### config.mk
export PLATFORM = sky130hd
export DESIGN_NAME = csr_common_status
export DESIGN_NICKNAME = d
export VERILOG_FILES = /design/src/verilog/csr_pkg.sv /design/src/verilog/csr_common_status.sv
export SDC_FILE = /design/constraint.sdc
export NUM_CORES = 1
export LEC_CHECK = 0
export BUFFER_PORTS_ARGS = -buffer_cell sky130_fd_sc_hd__buf_2
export CAP_MARGIN = 20
export CORE_MARGIN = 10
export CORE_UTILIZATION = 43
export CTS_CLUSTER_SIZE = 24
export DETAILED_ROUTE_END_ITERATION = 10
export PLACE_DENSITY = 0.88
export RECOVER_POWER = 50
export SYNTH_ARGS = -nofsm -noshare
export SYNTH_HDL_FRONTEND = slang
export SYNTH_SLANG_ARGS = --single-unit
export TNS_END_PERCENT = 100
### constraint.sdc
create_clock -name ref_clk -period 1.55 [get_ports ref_clk]
set_clock_uncertainty 0.2 [all_clocks]
set_input_delay 0.0775 -clock ref_clk [delete_from_list [all_inputs] [get_ports ref_clk]]
set_output_delay 0.0775 -clock ref_clk [all_outputs]
set_load 0.03 [all_outputs]
### src/verilog/csr_pkg.sv
// Constants for the common status register bank.
// Assumes a single ref_clk domain and an SMBus front end that decodes register offsets.
package csr_pkg;
   // ****************************************
   // Register map
   // ****************************************
   localparam logic [7:0] CSR_STATUS_OFFSET = 8'h06; // Command byte of the register
   localparam logic [7:0] CSR_STATUS_RESET = 8'h00;  // Power-up value
   // ****************************************
   // Field positions
   // ****************************************
   localparam int CSR_BIT_GP_B = 5;      // Slot B general input
   localparam int CSR_BIT_GP_A = 4;      // Slot A general input
   localparam int CSR_BIT_MASK = 3;      // Interrupt mask
   localparam int CSR_BIT_UV = 2;        // Undervoltage flag
   localparam int CSR_BIT_OT = 1;        // Overtemperature flag
   localparam int CSR_SYNC_STAGES = 3;   // Pin synchroniser depth
endpackage : csr_pkg
### src/verilog/csr_common_status.sv
// Common status register: live GP inputs, interrupt mask, sticky fault flags.
// Assumes an SMBus slave front end on ref_clk supplies decoded write/read strobes.
`timescale 1ns/100ps
// Operation
// - Bit 5 shows live slot B input
// - Bit 4 shows live slot A input
// - Mask 0 enables, 1 suppresses interrupt
// - No alert response address participation
// - Bit 2 set on lockout breaker trip
// - Lockout counts only while slot powered
// - Bit 1 set on die overtemperature
// - Faults stay set until one written
// - Clearing fault releases interrupt output
module csr_common_status
   import csr_pkg::*;
(
   input wire logic ref_clk,            // 200 MHz clock
   input wire logic rst_n,              // Async reset, active low
   input wire logic [7:0] reg_addr,     // Command byte from bus front end
   input wire logic reg_wr,             // Write strobe, one cycle
   input wire logic [7:0] reg_wdata,    // Write data
   output logic [7:0] reg_rdata,        // Read data, registered
   input wire logic slot_a_gp_pin,      // Asynchronous pin
   input wire logic slot_b_gp_pin,      // Asynchronous pin
   input wire logic supply_low_lockout, // Lockout trip event, same clock
   input wire logic slot_a_main_on,     // Slot A main enable pin or control bit
   input wire logic slot_b_main_on,     // Slot B main enable pin or control bit
   input wire logic overtemp_event,     // Die above 160 C, same clock
   output logic irq_n,                  // Interrupt, active low
   output logic ara_respond             // Alert response participation, always 0
);
   // ****************************************
   // State
   // ****************************************
   logic [2:0] sync_a_q, sync_a_d;      // GP A synchroniser
   logic [2:0] sync_b_q, sync_b_d;      // GP B synchroniser
   logic slot_a_gp_input_q, slot_a_gp_input_d; // Filtered level
   logic slot_b_gp_input_q, slot_b_gp_input_d; // Filtered level
   logic irq_mask_q, irq_mask_d;        // Interrupt mask bit
   logic undervoltage_flag_q, undervoltage_flag_d; // Sticky lockout fault
   logic overtemp_flag_q, overtemp_flag_d; // Sticky die heat fault
   logic irq_n_q, irq_n_d;              // Interrupt, active low
   logic [7:0] rdata_q, rdata_d;        // Read image
   logic wr_hit;                        // Write to this register
   logic uv_trip;                       // Lockout while a slot is powered

   // ****************************************
   // Build checks
   // ****************************************
   // The filter below reads stages two and three of exactly three
   if (CSR_SYNC_STAGES != 3)
   begin : g_sync_depth
      $error("pin synchroniser must have three stages");
   end

   // ****************************************
   // Helpers
   // ****************************************
   // Lockout only counts while either slot has main power
   function automatic logic csr_uv_qualify
   (
      input logic lockout,
      input logic a_on,
      input logic b_on
   );
      return lockout && (a_on || b_on);
   endfunction : csr_uv_qualify

   // Filter step: level moves only once stages two and three agree
   function automatic logic csr_gp_filter
   (
      input logic [2:0] stages,
      input logic level
   );
      return (stages[1] == stages[2]) ? stages[2] : level;
   endfunction : csr_gp_filter

   // ****************************************
   // Pin synchronisers
   // ****************************************
   // Shift both pins in; only stage two reads stage one
   always_comb
   begin
      sync_a_d = {sync_a_q[1:0], slot_a_gp_pin};
      sync_b_d = {sync_b_q[1:0], slot_b_gp_pin};
      slot_a_gp_input_d = csr_gp_filter(sync_a_q, slot_a_gp_input_q);
      slot_b_gp_input_d = csr_gp_filter(sync_b_q, slot_b_gp_input_q);
   end

   // Synchroniser and filtered level registers
   always_ff @(posedge ref_clk or negedge rst_n)
   begin
      if (!rst_n)
      begin
         sync_a_q <= 3'h0;
         sync_b_q <= 3'h0;
         slot_a_gp_input_q <= 1'b0;     // Pins read low until resampled
         slot_b_gp_input_q <= 1'b0;
      end
      else
      begin
         sync_a_q <= sync_a_d;
         sync_b_q <= sync_b_d;
         slot_a_gp_input_q <= slot_a_gp_input_d;
         slot_b_gp_input_q <= slot_b_gp_input_d;
      end
   end

   // ****************************************
   // Write decode and interrupt mask
   // ****************************************
   // Only writes to this command byte touch the mask
   always_comb
   begin
      wr_hit = reg_wr && (reg_addr == CSR_STATUS_OFFSET);
      irq_mask_d = irq_mask_q;
      if (wr_hit)
         irq_mask_d = reg_wdata[CSR_BIT_MASK];
   end

   // Mask register
   always_ff @(posedge ref_clk or negedge rst_n)
   begin
      if (!rst_n)
      begin
         irq_mask_q <= CSR_STATUS_RESET[CSR_BIT_MASK];
      end
      else
      begin
         irq_mask_q <= irq_mask_d;
      end
   end

   // ****************************************
   // Sticky fault flags
   // ****************************************
   // Write one clears; a new event in the same cycle wins
   always_comb
   begin
      uv_trip = csr_uv_qualify(supply_low_lockout, slot_a_main_on, slot_b_main_on);
      undervoltage_flag_d = undervoltage_flag_q;
      if (wr_hit && reg_wdata[CSR_BIT_UV])
         undervoltage_flag_d = 1'b0;    // Host clear
      // Set after clear so the event is never lost
      if (uv_trip)
         undervoltage_flag_d = 1'b1;
      overtemp_flag_d = overtemp_flag_q;
      if (wr_hit && reg_wdata[CSR_BIT_OT])
         overtemp_flag_d = 1'b0;        // Host clear
      // Same ordering for the heat fault
      if (overtemp_event)
         overtemp_flag_d = 1'b1;
   end

   // Fault flag registers
   always_ff @(posedge ref_clk or negedge rst_n)
   begin
      if (!rst_n)
      begin
         undervoltage_flag_q <= CSR_STATUS_RESET[CSR_BIT_UV];
         overtemp_flag_q <= CSR_STATUS_RESET[CSR_BIT_OT];
      end
      else
      begin
         undervoltage_flag_q <= undervoltage_flag_d;
         overtemp_flag_q <= overtemp_flag_d;
      end
   end

   // ****************************************
   // Interrupt output
   // ****************************************
   // Low while any fault pends and unmasked; follows next values
   always_comb
   begin
      irq_n_d = ~((undervoltage_flag_d || overtemp_flag_d) && !irq_mask_d);
   end

   // Interrupt register, idle high
   always_ff @(posedge ref_clk or negedge rst_n)
   begin
      if (!rst_n)
      begin
         irq_n_q <= 1'b1;
      end
      else
      begin
         irq_n_q <= irq_n_d;
      end
   end

   // ****************************************
   // Read image
   // ****************************************
   // Assemble the byte; reserved bits stay zero
   always_comb
   begin
      rdata_d = 8'h00;                  // Bits 7:6 and 0 read zero
      rdata_d[CSR_BIT_GP_B] = slot_b_gp_input_q;
      rdata_d[CSR_BIT_GP_A] = slot_a_gp_input_q;
      rdata_d[CSR_BIT_MASK] = irq_mask_q;
      rdata_d[CSR_BIT_UV] = undervoltage_flag_q;
      rdata_d[CSR_BIT_OT] = overtemp_flag_q;
   end

   // Read image register, one cycle behind the state
   always_ff @(posedge ref_clk or negedge rst_n)
   begin
      if (!rst_n)
      begin
         rdata_q <= CSR_STATUS_RESET;
      end
      else
      begin
         rdata_q <= rdata_d;
      end
   end

   // ****************************************
   // Outputs
   // ****************************************
   assign reg_rdata = rdata_q;
   assign irq_n = irq_n_q;
   // Alert response is never joined, so this stays low
   assign ara_respond = 1'b0;

   // ****************************************
   // Checks
   // ****************************************
   a_uv_sets: assert property (@(posedge ref_clk) disable iff (!rst_n)
      supply_low_lockout && (slot_a_main_on || slot_b_main_on) |=> undervoltage_flag_q)
      else $error("undervoltage flag not set");
   a_uv_gated: assert property (@(posedge ref_clk) disable iff (!rst_n)
      !undervoltage_flag_q && !(supply_low_lockout && (slot_a_main_on || slot_b_main_on))
      |=> !undervoltage_flag_q)
      else $error("undervoltage flag set without cause");
   a_ot_sets: assert property (@(posedge ref_clk) disable iff (!rst_n)
      overtemp_event |=> overtemp_flag_q)
      else $error("overtemp flag not set");
   a_ot_quiet: assert property (@(posedge ref_clk) disable iff (!rst_n)
      !overtemp_flag_q && !overtemp_event |=> !overtemp_flag_q)
      else $error("overtemp flag set without cause");
   a_flag_sticky: assert property (@(posedge ref_clk) disable iff (!rst_n)
      overtemp_flag_q && !(wr_hit && reg_wdata[CSR_BIT_OT]) |=> overtemp_flag_q)
      else $error("overtemp flag dropped");
   a_uv_sticky: assert property (@(posedge ref_clk) disable iff (!rst_n)
      undervoltage_flag_q && !(wr_hit && reg_wdata[CSR_BIT_UV]) |=> undervoltage_flag_q)
      else $error("undervoltage flag dropped");
   a_irq_clear: assert property (@(posedge ref_clk) disable iff (!rst_n)
      wr_hit && reg_wdata[CSR_BIT_UV] && reg_wdata[CSR_BIT_OT] && !supply_low_lockout
      && !overtemp_event |=> irq_n)
      else $error("interrupt not released");
   a_irq_mask: assert property (@(posedge ref_clk) disable iff (!rst_n)
      irq_mask_q |-> irq_n)
      else $error("masked interrupt asserted");
   a_mask_write: assert property (@(posedge ref_clk) disable iff (!rst_n)
      wr_hit && reg_wdata[CSR_BIT_MASK] |=> irq_mask_q)
      else $error("mask write not taken");
   a_irq_level: assert property (@(posedge ref_clk) disable iff (!rst_n)
      !irq_n |-> (undervoltage_flag_q || overtemp_flag_q) && !irq_mask_q)
      else $error("interrupt without fault");
   a_rsvd_zero: assert property (@(posedge ref_clk) disable iff (!rst_n)
      reg_rdata[7:6] == 2'b00 && !reg_rdata[0])
      else $error("reserved bits nonzero");
   a_gp_follow: assert property (@(posedge ref_clk) disable iff (!rst_n)
      (slot_b_gp_pin == 1'b1) [*4] |=> ##1 reg_rdata[CSR_BIT_GP_B])
      else $error("slot B input not shown");
   a_gp_a_follow: assert property (@(posedge ref_clk) disable iff (!rst_n)
      (slot_a_gp_pin == 1'b0) [*4] |=> ##1 !reg_rdata[CSR_BIT_GP_A])
      else $error("slot A input not shown");
   a_no_ara: assert property (@(posedge ref_clk) disable iff (!rst_n)
      !ara_respond)
      else $error("alert response driven");
endmodule : csr_common_status

==> out/metrics.cfg <==
[run_status]
status=finished with violations
violations=negative hold slack

[finish]
regArea_um2=427
diodes=0
multiInputGateArea_um2=143
largest_reg_flops=5
layout_commonest_cell=buf_2
layout_common_cells=24 x buf_2, 16 x dfrtp_1, 11 x dlygate4sd3_1
fill_cells=101
final_core_util=0.655
final_nets=102
layout-drive-gt1-share=0.421
syn_to_final_growth_pct=44.0

[critical_path]
arrival_ns=1.49
cp_slowest_cell=dlygate4sd3_1
cp-end-kind=flip-flop
critical_path_class=in2reg
required_ns=1.56
critical_path.max_stage_delay_ns=0.54
cp_top_family=buffers and inverters
crit_chain=dlygate4sd3_1, buf_2, nor2b_1, nand3_2, mux2_4, o21bai_1
worstPathMaxFanout=2
crit_buf_inv=2
critPathLaunchType=input port

[synth]
yosysWarnings=0
synth-simple-area-share=0.101
yosysUniqueCellTypes=17
synth_xor_area_frac=0
synth_area_um2=592
synth-seq-area-share=0.721
syn_inst=37
synth_edf_count=0
synth_compound_area_frac=0.0550
async_flop_share=1.00
synth_top_family_by_area=simple AND/OR/NAND/NOR gates
synthMuxAreaShare=0.0254
avgSynthCellArea_um2=16.0
synth_fa_ha_area_frac=0.0338
synth_flop_cell=dfrtp_1
ys_ff_latch=17

[power]
switching_share=0.231
p_switching_uw=185
pwr-share-seq=0.592
pwr_density_cell_nw_per_um2=940
combPwrFrac=0.135
leakage_nw=0.410
internal-power_uw=616
pwr-share-clk=0.273
max-vdd-ir-drop_mv=0.463

[global_route]
antenna_found_initial=0
grt_max_degree=18
first_global_vias=508
grt_pass1_wl_um=2270
gr-total-overflow=0
track_usage=0.0926

[detailed_routing]
drc=0
vias=419
routed_wl_um=1370
dr.first_iter.drc_count=4
drt-vias-per-instance=4.60
wl_per_cell_um=15.1
drtPass1Iterations=5
postRouteAntennaNets=0

[timing]
hold_viol=1
min_period_ns=1.48
finalSetupViolations=0
holdWs_ns=-0.00286
fmax_ghz=0.675
grt_setup_unrepaired=false
fin_crit_sh=0.956
final.setup.worst_slack_ns=0.0675
slew_headroom=0.437
worst_pin_slew_ns=0.845
tns_ns=0
finalMaxSlewViolations=0

[clock_tree]
cts-root-buf=clkbuf_4
htreeDepth=1
cts_buffers=3
cts_tree=built
clk_path_buf_depth=2
cts.reportedPaths.clkPinSlew_ns=0.09
clock_sinks=17
ctsResizeCount=0
insertion_delay_ns=0.27

[floorplanning]
start_util=0.455
rows=13
die_w_um=57.1
die_y_um=57.1
num_io_pins=35
dieArea_um2=3260
core_area_um2=1300

[placed_design]
pre_cts_ws_ns=0.162
hpwl_um=1010
io_buffers=25
gp_congestion=0.716

[job]
maxCapViolCount=0

[hold_path]
hold_path.class=in2reg

kinds of logic (layout without fill, tap and decap cells):
family	Yosys count	count (layout)
buf+inv	5	41
compound gates	5	5
fa+ha+maj	2	2
simple gates	6	6
flops	17	17
mux	1	1
other cells	1	4
worst paths after layout:
kind	slack, ns	startpoint	cells past startpoint	end
min in group asynchronous	0.22	rst_n	2	reg_rdata[3]
max in group asynchronous	0.41	rst_n	2	sync_a_q[0]
min reg2reg	0.16	sync_a_q[0]	0	sync_a_q[1]
min	-0.003	reg_addr[3]	4	undervoltage_flag_q
max	0.07	reg_addr[6]	6	irq_n
max reg2reg	0.40	undervoltage_flag_q	4	irq_n
Yosys cell counts (2+ instances only):
master	n	area, um2
dfrtp_1	16	400
buf_4	4	30.0
o21ai_0	2	10.0
maj3_1	2	20.0
worst min-delay path, stage by stage:
cell and delay, ns:
buf_2 0.08, nor3b_1 0.06, nand3_2 0.09, a21o_2 0.14
metal layers:
metal	GRT usage	vias to the layer above	part of all wire
met5	0	-	0
met4	0.107	0	0.068
met3	0.0442	6	0.078
met2	0.147	20	0.53
met1	0.0772	197	0.32
li1	-	196	-
layout make-up:
class                      count  share of cell area
inverter                       1             0.00441
sequential                    17               0.501
tap                           15              0.0220
timing repair buffer          36               0.275
multi-input combinational     18               0.167
clock buffer                   4              0.0308
through the flow:
stage               instance area [um2]  total power, mW  cells  hold slack (ns)
finish                              852            0.801     91         -0.00286
global route                        852            0.843     91          0.00412
CTS                                 853            0.808     91          -0.0178
detailed placement                  717            0.571     76           -0.195
global placement                    717            0.566     76           -0.199
floorplan                           603            0.533     40           -0.418
what timing repair did:
item | CTS | global route
setup buffers | 0 | 0
endpoints found under the hold margin | 23 | 0
hold buffers | 11 | 0
power groups by stage:
stage               Sequential (mW)  Combinational (mW)  Clock, mW
floorplan                     0.498              0.0349          0
global placement              0.482              0.0840          0
detailed placement            0.484              0.0866          0
CTS                           0.475               0.108      0.224
global route                  0.477               0.118      0.248
finish                        0.475               0.108      0.219
(Power assumes the default switching activity.)
